==> config.mk <==
export PLATFORM = sky130hd
export DESIGN_NAME = conv_cfg_top
export DESIGN_NICKNAME = d
export VERILOG_FILES = /design/src/conv_cfg_pkg.sv /design/src/conv_cfg_top.sv
export SDC_FILE = /design/constraint.sdc
export NUM_CORES = 1
export LEC_CHECK = 0
export BUFFER_PORTS_ARGS = -buffer_cell sky130_fd_sc_hd__buf_4
export CELL_PAD_IN_SITES_DETAIL_PLACEMENT = 1
export CELL_PAD_IN_SITES_GLOBAL_PLACEMENT = 2
export CORE_MARGIN = 4
export CORE_UTILIZATION = 39
export DETAILED_ROUTE_END_ITERATION = 8
export PLACE_DENSITY_LB_ADDON = 0.2
export RECOVER_POWER = 50
export SYNTH_ARGS = -nofsm -noshare
export SYNTH_HDL_FRONTEND = slang
export SYNTH_SLANG_ARGS = --single-unit
==> constraint.sdc <==
create_clock -name REF_CLK_IN -period 5.3 [get_ports REF_CLK_IN]
set_input_delay 1.06 -clock REF_CLK_IN [delete_from_list [all_inputs] [get_ports REF_CLK_IN]]
set_output_delay 1.06 -clock REF_CLK_IN [all_outputs]
set_load 0.01 [all_outputs]
==> src/conv_cfg_pkg.sv <==
// Constants and types for the converter sync and channel configuration bank
package conv_cfg_pkg;
  localparam int SPI_ADDR_W = 15;
  localparam int SAMPLE_W = 14;
  localparam int RATIO_W = 6;
  localparam int NUM_DDC = 4;
  // Register addresses
  localparam logic [14:0] SYNC_BEHAVIOUR_SELECT_ADDR = 15'h01ff;
  localparam logic [14:0] CHANNEL_PATH_CONFIG_ADDR = 15'h0200;
  localparam logic [14:0] RATE_REDUCTION_SELECT_ADDR = 15'h0201;
  // Reset values
  localparam logic [7:0] SYNC_BEHAVIOUR_SELECT_RST = 8'h00;
  localparam logic [7:0] CHANNEL_PATH_CONFIG_RST = 8'h00;
  localparam logic [7:0] RATE_REDUCTION_SELECT_RST = 8'h00;
  // Field positions
  localparam int SYNC_MODE_BIT = 0;
  localparam int Q_IGNORE_BIT = 5;
  localparam int CHAN_RSVD_LSB = 6;
  localparam int APP_MODE_LSB = 0;
  localparam int DEC_CODE_LSB = 0;
  // Application mode codes
  localparam logic [3:0] APP_FULL_BW = 4'h0;
  localparam logic [3:0] APP_ONE_DDC = 4'h1;
  localparam logic [3:0] APP_TWO_DDC = 4'h2;
  localparam logic [3:0] APP_FOUR_DDC = 4'h3;
  // Decimation codes
  localparam logic [3:0] DEC_BY_1 = 4'h0;
  localparam logic [3:0] DEC_BY_2 = 4'h1;
  localparam logic [3:0] DEC_BY_3 = 4'h8;
  localparam logic [3:0] DEC_BY_4 = 4'h2;
  localparam logic [3:0] DEC_BY_5 = 4'h5;
  // Serial port framing
  localparam int RW_BIT = 15;
  localparam logic [4:0] INSTR_LAST = 5'h0f;
  localparam logic [4:0] DATA_LAST = 5'h07;

  typedef struct packed {
    logic sync_ts;
    logic [1:0] chan_rsvd;
    logic q_ignore;
    logic [3:0] app_mode;
    logic [3:0] dec_code;
  } cfg_s;

  typedef struct packed {
    logic [SAMPLE_W-1:0] data;
    logic ts;
  } out_word_s;

  typedef enum logic [1:0] {SPI_IDLE, SPI_INSTR, SPI_DATA, SPI_DONE} spi_e;
endpackage

==> src/conv_cfg_top.sv <==
// Serial-port register bank steering sync mode, channel paths and decimation
`timescale 1ns/1ps
module conv_cfg_top (
  input wire logic REF_CLK_IN,
  input wire logic RESET_N_IN,
  input wire logic SPI_CS_N_IN,
  input wire logic SPI_SCLK_IN,
  input wire logic SPI_SDIO_IN,
  output logic SPI_SDIO_OUT,
  output logic SPI_SDIO_OE_OUT,
  input wire logic SYSREF_IN,
  input wire logic [conv_cfg_pkg::SAMPLE_W-1:0] SAMPLE_IN,
  output conv_cfg_pkg::out_word_s SAMPLE_WORD_OUT,
  output logic OUT_STROBE_OUT,
  output logic LINK_RESYNC_OUT,
  output logic [conv_cfg_pkg::NUM_DDC-1:0] DDC_ENABLE_OUT,
  output logic Q_PATH_EN_OUT,
  output logic DDC_BYPASS_OUT,
  output logic [conv_cfg_pkg::RATIO_W-1:0] DEC_RATIO_OUT
);
  import conv_cfg_pkg::*;

  function automatic logic [RATIO_W-1:0] dec_ratio(input logic [3:0] code);
    case (code)
      DEC_BY_2: dec_ratio = 6'h02;
      DEC_BY_3: dec_ratio = 6'h03;
      DEC_BY_4: dec_ratio = 6'h04;
      DEC_BY_5: dec_ratio = 6'h05;
      default: dec_ratio = 6'h01;
    endcase
  endfunction

  function automatic logic [NUM_DDC-1:0] ddc_enables(input logic [3:0] mode);
    case (mode)
      APP_ONE_DDC: ddc_enables = 4'h1;
      APP_TWO_DDC: ddc_enables = 4'h3;
      APP_FOUR_DDC: ddc_enables = 4'hf;
      default: ddc_enables = 4'h0;
    endcase
  endfunction

  function automatic logic [7:0] reg_read(input logic [14:0] addr,
                                          input cfg_s c);
    reg_read = 8'h00;
    case (addr)
      SYNC_BEHAVIOUR_SELECT_ADDR: reg_read[SYNC_MODE_BIT] = c.sync_ts;
      CHANNEL_PATH_CONFIG_ADDR: begin
        reg_read[CHAN_RSVD_LSB +: 2] = c.chan_rsvd;
        reg_read[Q_IGNORE_BIT] = c.q_ignore;
        reg_read[APP_MODE_LSB +: 4] = c.app_mode;
      end
      RATE_REDUCTION_SELECT_ADDR: reg_read[DEC_CODE_LSB +: 4] = c.dec_code;
      default: reg_read = 8'h00;
    endcase
  endfunction

  // Pin synchronisers: stage 1 feeds stage 2 only
  logic [3:0] pin_meta_q;
  logic [3:0] pin_sync_q;
  logic sclk_prev_q;
  logic sysref_prev_q;
  logic cs_n_s, sclk_s, sdio_s, sysref_s;
  assign {cs_n_s, sclk_s, sdio_s, sysref_s} = pin_sync_q;

  always_ff @(posedge REF_CLK_IN) begin
    if (!RESET_N_IN) begin
      pin_meta_q <= 4'h8;
      pin_sync_q <= 4'h8;
      sclk_prev_q <= 1'b0;
      sysref_prev_q <= 1'b0;
    end else begin
      pin_meta_q <= {SPI_CS_N_IN, SPI_SCLK_IN, SPI_SDIO_IN, SYSREF_IN};
      pin_sync_q <= pin_meta_q;
      sclk_prev_q <= sclk_s;
      sysref_prev_q <= sysref_s;
    end
  end

  logic sclk_rise, sclk_fall, capture;
  assign sclk_rise = sclk_s & ~sclk_prev_q;
  assign sclk_fall = ~sclk_s & sclk_prev_q;
  assign capture = sysref_s & ~sysref_prev_q;

  // Serial port: 16-bit instruction then one data byte, MSB first
  spi_e state_q, state_d;
  logic [4:0] cnt_q, cnt_d;
  logic [14:0] shift_q, shift_d;
  logic [14:0] addr_q, addr_d;
  logic rd_q, rd_d;
  logic [7:0] tx_q, tx_d;
  logic sdio_q, sdio_d;
  logic oe_q, oe_d;
  logic wr_en;
  logic [7:0] wr_data;
  cfg_s cfg_q, cfg_d;

  always_comb begin
    state_d = state_q;
    cnt_d = cnt_q;
    shift_d = shift_q;
    addr_d = addr_q;
    rd_d = rd_q;
    tx_d = tx_q;
    sdio_d = sdio_q;
    oe_d = oe_q;
    wr_en = 1'b0;
    wr_data = {shift_q[6:0], sdio_s};
    if (cs_n_s) begin
      state_d = SPI_IDLE;
      oe_d = 1'b0;
    end else begin
      case (state_q)
        SPI_IDLE: begin
          state_d = SPI_INSTR;
          cnt_d = 5'h00;
        end
        SPI_INSTR: if (sclk_rise) begin
          shift_d = {shift_q[13:0], sdio_s};
          cnt_d = cnt_q + 5'h01;
          if (cnt_q == INSTR_LAST) begin
            rd_d = shift_q[RW_BIT-1];
            addr_d = {shift_q[13:0], sdio_s};
            tx_d = reg_read({shift_q[13:0], sdio_s}, cfg_q);
            cnt_d = 5'h00;
            state_d = SPI_DATA;
          end
        end
        SPI_DATA: begin
          if (sclk_fall && rd_q) begin
            sdio_d = tx_q[7];
            tx_d = {tx_q[6:0], 1'b0};
            oe_d = 1'b1;
          end
          if (sclk_rise) begin
            shift_d = {shift_q[13:0], sdio_s};
            cnt_d = cnt_q + 5'h01;
            if (cnt_q == DATA_LAST) begin
              wr_en = ~rd_q;
              state_d = SPI_DONE;
            end
          end
        end
        SPI_DONE: if (sclk_fall) oe_d = 1'b0;
        default: state_d = SPI_IDLE;
      endcase
    end
  end

  always_ff @(posedge REF_CLK_IN) begin
    if (!RESET_N_IN) begin
      state_q <= SPI_IDLE;
      cnt_q <= 5'h00;
      shift_q <= 15'h0000;
      addr_q <= 15'h0000;
      rd_q <= 1'b0;
      tx_q <= 8'h00;
      sdio_q <= 1'b0;
      oe_q <= 1'b0;
    end else begin
      state_q <= state_d;
      cnt_q <= cnt_d;
      shift_q <= shift_d;
      addr_q <= addr_d;
      rd_q <= rd_d;
      tx_q <= tx_d;
      sdio_q <= sdio_d;
      oe_q <= oe_d;
    end
  end

  // Register file
  always_comb begin
    cfg_d = cfg_q;
    if (wr_en) begin
      case (addr_q)
        SYNC_BEHAVIOUR_SELECT_ADDR: cfg_d.sync_ts = wr_data[SYNC_MODE_BIT];
        CHANNEL_PATH_CONFIG_ADDR: begin
          cfg_d.chan_rsvd = wr_data[CHAN_RSVD_LSB +: 2];
          cfg_d.q_ignore = wr_data[Q_IGNORE_BIT];
          cfg_d.app_mode = wr_data[APP_MODE_LSB +: 4];
        end
        RATE_REDUCTION_SELECT_ADDR: cfg_d.dec_code = wr_data[DEC_CODE_LSB +: 4];
        default: cfg_d = cfg_q;
      endcase
    end
  end

  always_ff @(posedge REF_CLK_IN) begin
    if (!RESET_N_IN) begin
      cfg_q.sync_ts <= SYNC_BEHAVIOUR_SELECT_RST[SYNC_MODE_BIT];
      cfg_q.chan_rsvd <= CHANNEL_PATH_CONFIG_RST[CHAN_RSVD_LSB +: 2];
      cfg_q.q_ignore <= CHANNEL_PATH_CONFIG_RST[Q_IGNORE_BIT];
      cfg_q.app_mode <= CHANNEL_PATH_CONFIG_RST[APP_MODE_LSB +: 4];
      cfg_q.dec_code <= RATE_REDUCTION_SELECT_RST[DEC_CODE_LSB +: 4];
    end else begin
      cfg_q <= cfg_d;
    end
  end

  // Divider chain, timestamping and datapath controls
  logic [RATIO_W-1:0] div_q, div_d, ratio_d, ratio_q;
  logic link_drop_q, link_drop_d;
  out_word_s word_q, word_d;
  logic strobe_q, strobe_d;
  logic [NUM_DDC-1:0] ddc_en_q, ddc_en_d;
  logic q_en_q, q_en_d, bypass_q, bypass_d;

  always_comb begin
    ratio_d = dec_ratio(cfg_q.dec_code);
    bypass_d = (cfg_q.dec_code == DEC_BY_1);
    ddc_en_d = ddc_enables(cfg_q.app_mode);
    q_en_d = ~cfg_q.q_ignore;
    div_d = (div_q >= ratio_q - 6'h01) ? 6'h00 : div_q + 6'h01;
    link_drop_d = 1'b0;
    word_d.data = SAMPLE_IN;
    word_d.ts = 1'b0;
    if (capture) begin
      if (!cfg_q.sync_ts) begin
        // Drop only if the free-running phase would not land on 0 anyway
        link_drop_d = (div_d != 6'h00);
        div_d = 6'h00;
      end else begin
        word_d.ts = 1'b1;
      end
    end
    strobe_d = (div_d == 6'h00);
  end

  always_ff @(posedge REF_CLK_IN) begin
    if (!RESET_N_IN) begin
      div_q <= 6'h00;
      ratio_q <= 6'h01;
      link_drop_q <= 1'b0;
      word_q <= '0;
      strobe_q <= 1'b0;
      ddc_en_q <= 4'h0;
      q_en_q <= 1'b1;
      bypass_q <= 1'b1;
    end else begin
      div_q <= div_d;
      ratio_q <= ratio_d;
      link_drop_q <= link_drop_d;
      word_q <= word_d;
      strobe_q <= strobe_d;
      ddc_en_q <= ddc_en_d;
      q_en_q <= q_en_d;
      bypass_q <= bypass_d;
    end
  end

  assign SPI_SDIO_OUT = sdio_q;
  assign SPI_SDIO_OE_OUT = oe_q;
  assign SAMPLE_WORD_OUT = word_q;
  assign OUT_STROBE_OUT = strobe_q;
  assign LINK_RESYNC_OUT = link_drop_q;
  assign DDC_ENABLE_OUT = ddc_en_q;
  assign Q_PATH_EN_OUT = q_en_q;
  assign DDC_BYPASS_OUT = bypass_q;
  assign DEC_RATIO_OUT = ratio_q;
endmodule // conv_cfg_top

==> impl_results.md, run 1 <==
* Status: finished clean
* Critical-path maximum fanout at 16
* Final setup fails at 0
* DRT Pass-1 Iters at 4
* Detail Placement HPWL at about 7600 µm
* Max Root-Sink Buffers at 2
* Tcrit/Tclk final at 46.4%
* Final Skew at 0.00939 ns
* Core Region at 10900 µm²
* Register bit count reported by yosys at 101
* Setup crit end kind: flip-flop
* Unrepaired setup endpoints after global routing: no
* Yosys warns at 0
* Max-cap violation count at 0
* GRT Total Usage at 17.2%
* Met2 WL at approximately 5300 µm
* Sequential power share at 60.5%
* Worst slack, placed at 2.58 ns
* Ratio of cells with drive above 1 in the final layout at between 10% and 20%
* Hold path start: pin_meta_q[3]$_SDFF_PN1_
* Int Pwr at 0.000976 W
* Ys async rst share at 0%
* H-tree depth at 3
* Die area at 13000 µm²
* Synth Flop Type: dfxtp_1
* Most common cell after layout, fill and taps aside: dfxtp_1
* Uppermost layer routed: met4
* Clock network fraction of design power at 35.8%
* # rows at 38
* CTS clk-pin slew, worst paths at about 0.10 ns
* Finished layout cell area at 4850 µm²
* Hold Path End: pin_sync_q[3]$_SDFF_PN1_
* Post-route setup slack at 2.84 ns
* Ant. Diodes at 0
* DIE HEIGHT at about 110 µm
* Switching power at 0.000306 W
* Nature of the critical path startpoint: flip-flop
* Die width at 114 µm
* Met3 WL post-DR at 300 µm
* FF-to-FF Start: cnt_q[0]$_SDFFE_PN0P_
* Sink Count at ~100
* Mapped Area at ~4400 µm²
* Sw Share at 23.8%
* Count of flip-flops with a built-in enable after synthesis at 0
* Syn Area/Cell at 9.34 µm²
* Cells on Worst Hold Path at 1
* First-pass GRT wire length at 18000 µm
* Mapped Cells at 468
* Violation count after the first detailed-route iteration at 206
* CTS resizes at 0
* Pin count of the biggest net entering global routing at 42
* WL met1 at 4820 µm
* # nets final at 540
* Utilization after layout at 44.5%
* Vias in the first global route at 3654
* Worst Tran Pin Value at 1.04 ns
* Root Driver: clkbuf_8
* GR Overflow Total at 0
* VDD IR max at approximately 0.00015 V
* P_leak at 1.73 nW
* Critical path required time at 5.53 ns
* Initial Utilization at roughly two fifths
* Flop2flop setup slack at around 2.8 ns
* Placed Instance Area at around 4800 µm²
* IO Port Bufs at between 40 and 50
* R2r worst-path depth at 8
* Vias at 3409
* Sequential area share after synthesis at 46.2%
* Post-CTS setup buffer count at 0
* DR WL/cell at 16.2 µm
* Combinational share of power at 3.7%
* Vias/cell at 5.26
* Count of final max-slew check failures at 0
* Most frequent cells in the layout: dfxtp_1 (101), nand2_1 (46), a21oi_1 (40)
* Num CTS Buffers at 9
* Worst-Skew Late Latency at 0.37 ns
* Max Clock Freq at 406 MHz
* CTS tree: yes
* Initial antenna violation count at 0
* Number of distinct library cells after synthesis at 57
* Final WL at about 11000 µm
* Ports at 51
* Crit Reg-Reg Endpoint: addr_q[1]$_SDFFE_PN0P_
* CTS Hold Bufs at 0
* WP data arrival at 2.69 ns
* Type of the worst setup path: reg -> reg
* Setup_tns at 0 ns
* Min Tclk post-route at about 2.5 ns
* Hold Crit Class: reg -> reg
* Routability cong. at 0.749
* DRC at 0
* Post-route ant nets at 0
* Final hold vios at 0
* Area Growth Syn to Fin at 10.8%
* Relative slew slack at a little under a third
* Power per cell area at approximately 260 nW/µm²
## cells by family after synthesis
family,after synthesis,synth area share (%)
DFF,101,46.2
muxes,23,5.29
other,1,0.0858
adders and majority gates,17,4.86
xor gates and xnor gates,9,1.80
buffers and inverters,39,4.01
and+or+nand+nor,195,25.6
AOI/OAI and AO/OA,83,12.1
## through the flow
step	power (W)	cells	hold WS (ns)
after floorplan	0.000821	470	0.378
after global placement	0.000845	632	0.398
after detailed placement	0.000847	632	0.402
after CTS	0.00131	648	0.435
after global routing	0.00134	648	0.465
final	0.00128	648	0.431
## state kept, by name, indices dropped and copies added (netlist names), 2 cells and up
signal           flops
shift_q             15
cnt_q                5
addr_q              15
div_q                6
SAMPLE_WORD_OUT     15
tx_q                 8
pin_sync_q           4
DDC_ENABLE_OUT       3
pin_meta_q           4
cfg_q               12
state_q              2
DEC_RATIO_OUT        3
## cell usage after synthesis, types with 2 or more instances
cell | n | area share, %
dfxtp_1 | 101 | 46
nand2_1 | 46 | 3.9
a21oi_1 | 40 | 4.6
nor2_1 | 36 | 3.1
and2_1 | 25 | 3.6
mux2i_1 | 22 | 5.0
nand4_1 | 19 | 2.7
ha_1 | 17 | 4.9
o21ai_0 | 17 | 1.9
inv_1 | 13 | 1.1
clkbuf_1 | 12 | 1.0
nand2b_1 | 10 | 1.4
nand3_1 | 9 | 1.0
buf_2 | 8 | 0.92
o211ai_1 | 7 | 1.2
and3_1 | 6 | 0.86
nor2b_1 | 6 | 0.86
xor2_1 | 6 | 1.2
buf_4 | 5 | 0.86
nand3b_1 | 5 | 0.86
nor3_1 | 4 | 0.46
nor4bb_1 | 4 | 0.92
nor4_1 | 3 | 0.43
o21a_1 | 3 | 0.51
o221ai_1 | 3 | 0.60
or3_1 | 3 | 0.43
or4_4 | 3 | 0.77
xnor2_1 | 3 | 0.60
a22o_1 | 2 | 0.40
a311oi_1 | 2 | 0.40
nor3_2 | 2 | 0.46
## how the worst max path moves through the flow
stage	start	endpoint	slack, ns
floorplan	RESET_N_IN	addr_q[0]$_SDFFE_PN0P_	3.39
global placement	RESET_N_IN	LINK_RESYNC_OUT$_SDFF_PP0_	2.64
detailed placement	RESET_N_IN	LINK_RESYNC_OUT$_SDFF_PP0_	2.58
CTS	cnt_q[0]$_SDFFE_PN0P_	addr_q[1]$_SDFFE_PN0P_	2.82
global route	cnt_q[0]$_SDFFE_PN0P_	addr_q[5]$_SDFFE_PN0P_	2.65
finish	cnt_q[0]$_SDFFE_PN0P_	addr_q[1]$_SDFFE_PN0P_	2.84
## worst max-delay path, stage by stage, from the launching register on
cell     delay (ns)
dfxtp_1        0.38
ha_1           0.21
nand3_1        0.11
inv_1          0.07
ha_1           0.23
nand2_1        0.14
nor3_4         0.82
mux2i_1        0.31
nor2_1         0.05
## metal layers
layer,global-route usage (%),up-vias
met2,29.5,30
met4,4.99,0
met1,21.6,1662
met5,0,-
met3,4.03,5
li1,-,1712
## cell type report
class	count	area [µm²]
Inverter	13	48.8
Timing Repair Buffer	48	255
Sequential cell	101	2020
Fill cell	1297	6040
Clock inverter	6	43.8
Tap cell	140	175
Multi-Input combinational cell	330	2160
Clock buffer	10	138
## power groups by stage
stage	combinational (W)	sequential (W)	clock, W
3_5_place_dp	0.0000537	0.000794	0
3_3_place_gp	0.0000521	0.000793	0
5_1_grt	0.0000539	0.000778	0.000513
2_1_floorplan	0.0000287	0.000792	0
6_report	0.0000478	0.000776	0.000458
4_1_cts	0.0000539	0.000776	0.000483
(Power assumes the default switching activity.)
==> inputs of run 2 (changes only) <==
--- a/config.mk
+++ b/config.mk
@@ -9,7 +9,7 @@
 export CELL_PAD_IN_SITES_DETAIL_PLACEMENT = 1
 export CELL_PAD_IN_SITES_GLOBAL_PLACEMENT = 2
 export CORE_MARGIN = 4
-export CORE_UTILIZATION = 39
+export CORE_UTILIZATION = 36
 export DETAILED_ROUTE_END_ITERATION = 8
 export PLACE_DENSITY_LB_ADDON = 0.2
 export RECOVER_POWER = 50
==> constraint.sdc (replaced) <==
create_clock -name REF_CLK_IN -period 2.5 [get_ports REF_CLK_IN]
set_input_delay 0.5 -clock REF_CLK_IN [delete_from_list [all_inputs] [get_ports REF_CLK_IN]]
set_output_delay 0.5 -clock REF_CLK_IN [all_outputs]
set_load 0.01 [all_outputs]
==> impl_results.md, run 2 (synthesized netlist as in run 1, its figures left out) <==
* Most frequent cells in the layout: dfxtp_1 (101), nand2_1 (46), a21oi_1 (40)
* Ant. Diodes at 0 (unchanged)
* GRT Total Usage at 16.0% (-1.2 points)
* Pin count of the biggest net entering global routing at 42 (unchanged)
* Ports at 51 (unchanged)
* # rows at 39 (+2.6%)
* Critical-path maximum fanout at 10 (-6)
* Final Skew at 0.00653 ns (-0.00286 ns)
* Area Growth Syn to Fin at 13.8%
* Fillers at 1358 (+4.7%)
* Flop2flop setup slack at 0.43 ns (-2.41 ns)
* # nets final at 543 (+0.56%)
* P_leak at 1.77 nW (+2.5%)
* Violation count after the first detailed-route iteration at 141 (-32%)
* Vias/cell at 5.21 (-0.89%)
* DRC at 0 (unchanged)
* FF-to-FF Start: state_q[0]$_SDFFE_PP0P_
* Most common cell after layout, fill and taps aside: dfxtp_1
* Final setup fails at 0 (unchanged)
* Power per cell area at 609 nW/µm² (+130%)
* Max Clock Freq at 484 MHz (+19%)
* CTS Hold Bufs at 0 (unchanged)
* DR WL/cell at 16.3 µm (+0.25%)
* Detail Placement HPWL at 7630 µm (-0.18%)
* Critical path required time at 2.72 ns (-2.81 ns)
* Initial antenna violation count at 0 (unchanged)
* Relative slew slack at 56.9% (+27 points)
* Root Driver: clkbuf_16
* Count of final max-slew check failures at 0 (unchanged)
* Worst Tran Pin Value at 0.641 ns (-0.402 ns)
* Type of the worst setup path: reg -> reg
* CTS resizes at 0 (unchanged)
* Vias in the first global route at 3511 (-3.9%)
* Final WL at 10600 µm (+1.2%)
* Status: finished clean
* CTS tree: yes
* Routability cong. at 0.746 (-0.39%)
* Hold WS at 0.343 ns (-0.0886 ns)
* Worst Setup EP: cfg_q[9]$_SDFFE_PN0P_
* Tcrit/Tclk final at 82.7% (+36 points)
* VDD IR max at 0.000407 V (+180%)
* WP data arrival at 2.29 ns (-0.40 ns)
* Nature of the critical path startpoint: flip-flop
* Post-CTS setup buffer count at 0 (unchanged)
* Ratio of cells with drive above 1 in the final layout at 10.8% (+0.53 points)
* Placed Instance Area at 4820 µm² (+0.55%)
* R2r worst-path depth at 6 (-2)
* H-tree depth at 3 (unchanged)
* Crit Reg-Reg Endpoint: cfg_q[9]$_SDFFE_PN0P_
* Final hold vios at 0 (unchanged)
* Setup crit end kind: flip-flop
* Worst Setup SP: state_q[0]$_SDFFE_PP0P_
* Min Tclk post-route at 2.07 ns (-0.393 ns)
* Die width at 118 µm (+3.8%)
* First-pass GRT wire length at 18200 µm (+0.88%)
* DRT Pass-1 Iters at 4 (unchanged)
* Sink Count at 101 (unchanged)
* Num CTS Buffers at 9 (unchanged)
* Utilization after layout at 42.7% (-1.9 points)
* GR Overflow Total at 0 (unchanged)
* CTS clk-pin slew, worst paths at 0.07 ns (-0.03 ns)
* Finished layout cell area at 4970 µm² (+2.6%)
* Initial Utilization at 37.5% (-2.7 points)
* DIE HEIGHT at 118 µm (+3.8%)
* Max-cap violation count at 0 (unchanged)
* Setup_tns at 0 ns (unchanged)
* Post-route ant nets at 0 (unchanged)
* Vias at 3410 (+0.029%)
* IO Port Bufs at 47 (unchanged)
* Unrepaired setup endpoints after global routing: no
* Die area at 14000 µm² (+7.7%)
* Max Root-Sink Buffers at 2 (unchanged)
* Worst-Skew Late Latency at 0.35 ns (-0.02 ns)
* Core Region at 11700 µm² (+7.1%)
* Hold Crit Class: in -> reg
## run 2: cell count changes in the layout (fill, tap and decap cells not counted), moves of 2 or more
cell and change:
clkbuf_1 +2, and2_1 -3, inv_6 -2, clkbuf_8 -10, and2_0 +3, buf_4 +2
clkbuf_16 +9
## run 2: worst min path at each step
stage,start,to,slack [ns],cells past startpoint
after floorplan,cfg_q[8]$_SDFFE_PN0P_,Q_PATH_EN_OUT$_SDFF_PN1_,0.38,1
after global placement,pin_meta_q[3]$_SDFF_PN1_,pin_sync_q[3]$_SDFF_PN1_,0.40,1
after detailed placement,pin_meta_q[3]$_SDFF_PN1_,pin_sync_q[3]$_SDFF_PN1_,0.41,1
after CTS,SPI_CS_N_IN,pin_meta_q[3]$_SDFF_PN1_,0.33,2
after global routing,SAMPLE_IN[4],SAMPLE_WORD_OUT[5]$_SDFF_PN0_,0.34,2
final,SPI_CS_N_IN,pin_meta_q[3]$_SDFF_PN1_,0.34,2
## run 2: report_power, final
part	internal [W]	switching [W]
Clock	0.000673	0.000610
Sequential	0.00163	0.0000146
Combinational	0.0000438	0.0000590
## run 2: per-stage QoR
| step | setup slack (ns) | power (W) | cells |
|---|---|---|---|
| after floorplan | 0.610 | 0.00174 | 470 |
| after global placement | 0.491 | 0.00179 | 638 |
| after detailed placement | 0.405 | 0.00180 | 638 |
| after CTS | 0.384 | 0.00310 | 654 |
| after global routing | 0.149 | 0.00317 | 654 |
| final | 0.432 | 0.00303 | 654 |
## run 2: layout make-up
| cell class | instances | area, µm² | area share (%) |
|---|---|---|---|
| well taps | 143 | 179 | 3.60 |
| flip-flops and latches | 101 | 2020 | 40.6 |
| inverters | 13 | 48.8 | 0.981 |
| clock inverters | 6 | 38.8 | 0.780 |
| multi-input cells | 330 | 2180 | 43.9 |
| clock buffers | 10 | 229 | 4.60 |
| repair buffers | 51 | 274 | 5.51 |
## run 2: critical path: stages, from the launching register on
cell,delay (ns)
dfxtp_1,0.37
inv_1,0.08
ha_1,0.40
nor4b_2,0.44
nand4_1,0.31
o21ai_0,0.25
a21oi_1,0.09
## run 2: metal layers
metal / track usage, % / part of all wire [%]
met2: 27.7 / 50
met3: 5.16 / 3.1
met4: 3.52 / 1.0
met1: 19.5 / 46
met5: 0 / 0
==> inputs of run 3 (changes only) <==
==> constraint.sdc (replaced) <==
create_clock -name REF_CLK_IN -period 2.2 [get_ports REF_CLK_IN]
set_input_delay 0.44 -clock REF_CLK_IN [delete_from_list [all_inputs] [get_ports REF_CLK_IN]]
set_output_delay 0.44 -clock REF_CLK_IN [all_outputs]
set_load 0.01 [all_outputs]
==> impl_results.md, run 3 (synthesized netlist as in run 1, its figures left out) <==
* Worst Tran Pin Value at 0.609 ns (-0.0320 ns)
* Status: finished clean
* Max Clock Freq at 493 MHz (+1.9%)
* Hold Crit Class: in -> reg
* Max-cap violation count at 0 (unchanged)
* Critical-path maximum fanout at 5 (-5)
* Hold WS at 0.273 ns (-0.0697 ns)
* Final setup fails at 0 (unchanged)
* Most frequent cells in the layout: dfxtp_1 (101), nand2_1 (46), a21oi_1 (40)
* CTS tree: yes
* Hold path start: SPI_CS_N_IN
* Utilization after layout at 43.3% (+0.65 points)
* IO Port Bufs at 47 (unchanged)
* Post-CTS setup buffer count at 0 (unchanged)
* Num CTS Buffers at 9 (unchanged)
* Worst Setup SP: cnt_q[0]$_SDFFE_PN0P_
* Core Region at 11700 µm² (unchanged)
* Pin count of the biggest net entering global routing at 42 (unchanged)
* Total power at 0.00352 W (+16%)
* Max Root-Sink Buffers at 2 (unchanged)
* Detail Placement HPWL at 7820 µm (+2.6%)
* Ports at 51 (unchanged)
* Ratio of cells with drive above 1 in the final layout at 11.9% (+1.1 points)
* DR WL/cell at 16.5 µm (+1.7%)
* Vias in the first global route at 3555 (+1.3%)
* DIE HEIGHT at 118 µm (unchanged)
* # nets final at 546 (+0.55%)
* Setup_tns at 0 ns (unchanged)
* Relative slew slack at 59.4% (+2.5 points)
* DRC at 0 (unchanged)
* Min Tclk post-route at 2.03 ns (-0.0391 ns)
* DRT Pass-1 Iters at 4 (unchanged)
* First-pass GRT wire length at 18500 µm (+1.9%)
* Count of final max-slew check failures at 0 (unchanged)
* Violation count after the first detailed-route iteration at 168 (+19%)
* Setup crit end kind: flip-flop
* P_leak at 1.81 nW (+1.9%)
* Critical path required time at 2.45 ns (-0.27 ns)
* Vias at 3430 (+0.59%)
* Final WL at 10900 µm (+2.1%)
* Unrepaired setup endpoints after global routing: yes
* WP data arrival at 2.28 ns (about the same)
* GR Overflow Total at 0 (unchanged)
* GRT Total Usage at 16.4% (+0.38 points)
* Type of the worst setup path: reg -> reg
* FF-to-FF Start: cnt_q[0]$_SDFFE_PN0P_
* CTS clk-pin slew, worst paths at 0.07 ns (about the same)
* Die width at 118 µm (unchanged)
* CTS Hold Bufs at 0 (unchanged)
* Ant. Diodes at 0 (unchanged)
* VDD IR max at 0.000423 V (+4.0%)
* Routability cong. at 0.772 (+3.5%)
* Initial antenna violation count at 0 (unchanged)
* Final Skew at 0.0101 ns (+0.00354 ns)
* Power per cell area at 696 nW/µm² (+14%)
* Tcrit/Tclk final at 92.2% (+9.5 points)
* H-tree depth at 3 (unchanged)
* Post-route ant nets at 0 (unchanged)
* # rows at 39 (unchanged)
* Vias/cell at 5.22 (+0.13%)
* Root Driver: clkbuf_16
* Most common cell after layout, fill and taps aside: dfxtp_1
* Area Growth Syn to Fin at 15.5%
* Die area at 14000 µm² (unchanged)
* Initial Utilization at 37.5% (unchanged)
* Final hold vios at 0 (unchanged)
* Worst-Skew Late Latency at 0.36 ns (about the same)
* Nature of the critical path startpoint: flip-flop
* Sink Count at 101 (unchanged)
-- run 3: cell types whose count changed in the layout (fill, tap and decap cells not counted), moves of 2 or more --
cell    previous run  this run
and2_0             9         6
and2_1            16        19
buf_12             0         2
buf_4             22        24
-- run 3: through the flow --
step	setup WS (ns)	std cells	cell area, µm²
after floorplan	0.310	470	4380
after global placement	0.175	641	4860
after detailed placement	0.136	641	4860
after CTS	0.129	657	5140
after global routing	-0.0305	657	5050
final	0.171	657	5050
-- run 3: cell type report --
type,instances,area (µm²)
Sequential cell,101,2020
Clock inverter,6,46.3
Inverter,13,48.8
Tap cell,143,179
Multi-Input combinational cell,330,2200
Clock buffer,10,229
Fill cell,1340,6610
Timing Repair Buffer,54,325
-- run 3: path summary, 6_finish.rpt --
| path | slack, ns | depth (start not counted) | to |
|---|---|---|---|
| min | 0.27 | 2 | pin_meta_q[3]$_SDFF_PN1_ |
| max | 0.17 | 8 | tx_q[0]$_SDFFE_PN0P_ |
| min reg2reg | 0.43 | 1 | pin_sync_q[3]$_SDFF_PN1_ |
| max reg2reg | 0.17 | 8 | tx_q[0]$_SDFFE_PN0P_ |
-- run 3: where the power goes --
group	switching, W	internal, W	leakage, nW	total, W
Sequential	0.0000146	0.00185	0.820	0.00187
Combinational	0.0000693	0.0000553	0.852	0.000125
Clock	0.000745	0.000780	0.135	0.00153
Total	0.000829	0.00269	1.81	0.00352
-- run 3: critical path, stage by stage, from the launching register on --
cell,delay [ns]
dfxtp_1,0.38
ha_1,0.20
nand3_1,0.11
inv_1,0.08
ha_1,0.24
nand4b_1,0.17
a221oi_2,0.43
nor2_1,0.08
a22o_1,0.24
-- run 3: layer usage --
layer | part of all wire (%) | GRT usage (%) | vias up | routed length (µm)
met3 | 2.8 | 4.25 | 13 | 302
li1 | - | - | 1724 | -
met5 | 0 | 0 | - | 0
met2 | 50 | 27.5 | 30 | 5420
met4 | 1.5 | 5.71 | 0 | 164
met1 | 46 | 20.4 | 1663 | 4980
-- run 3: what timing repair did --
| item | CTS | global route |
|---|---|---|
| setup endpoints to repair | 0 | 9 |
| endpoints found under the hold margin | 0 | 0 |
| resized for setup | 0 | 3 |
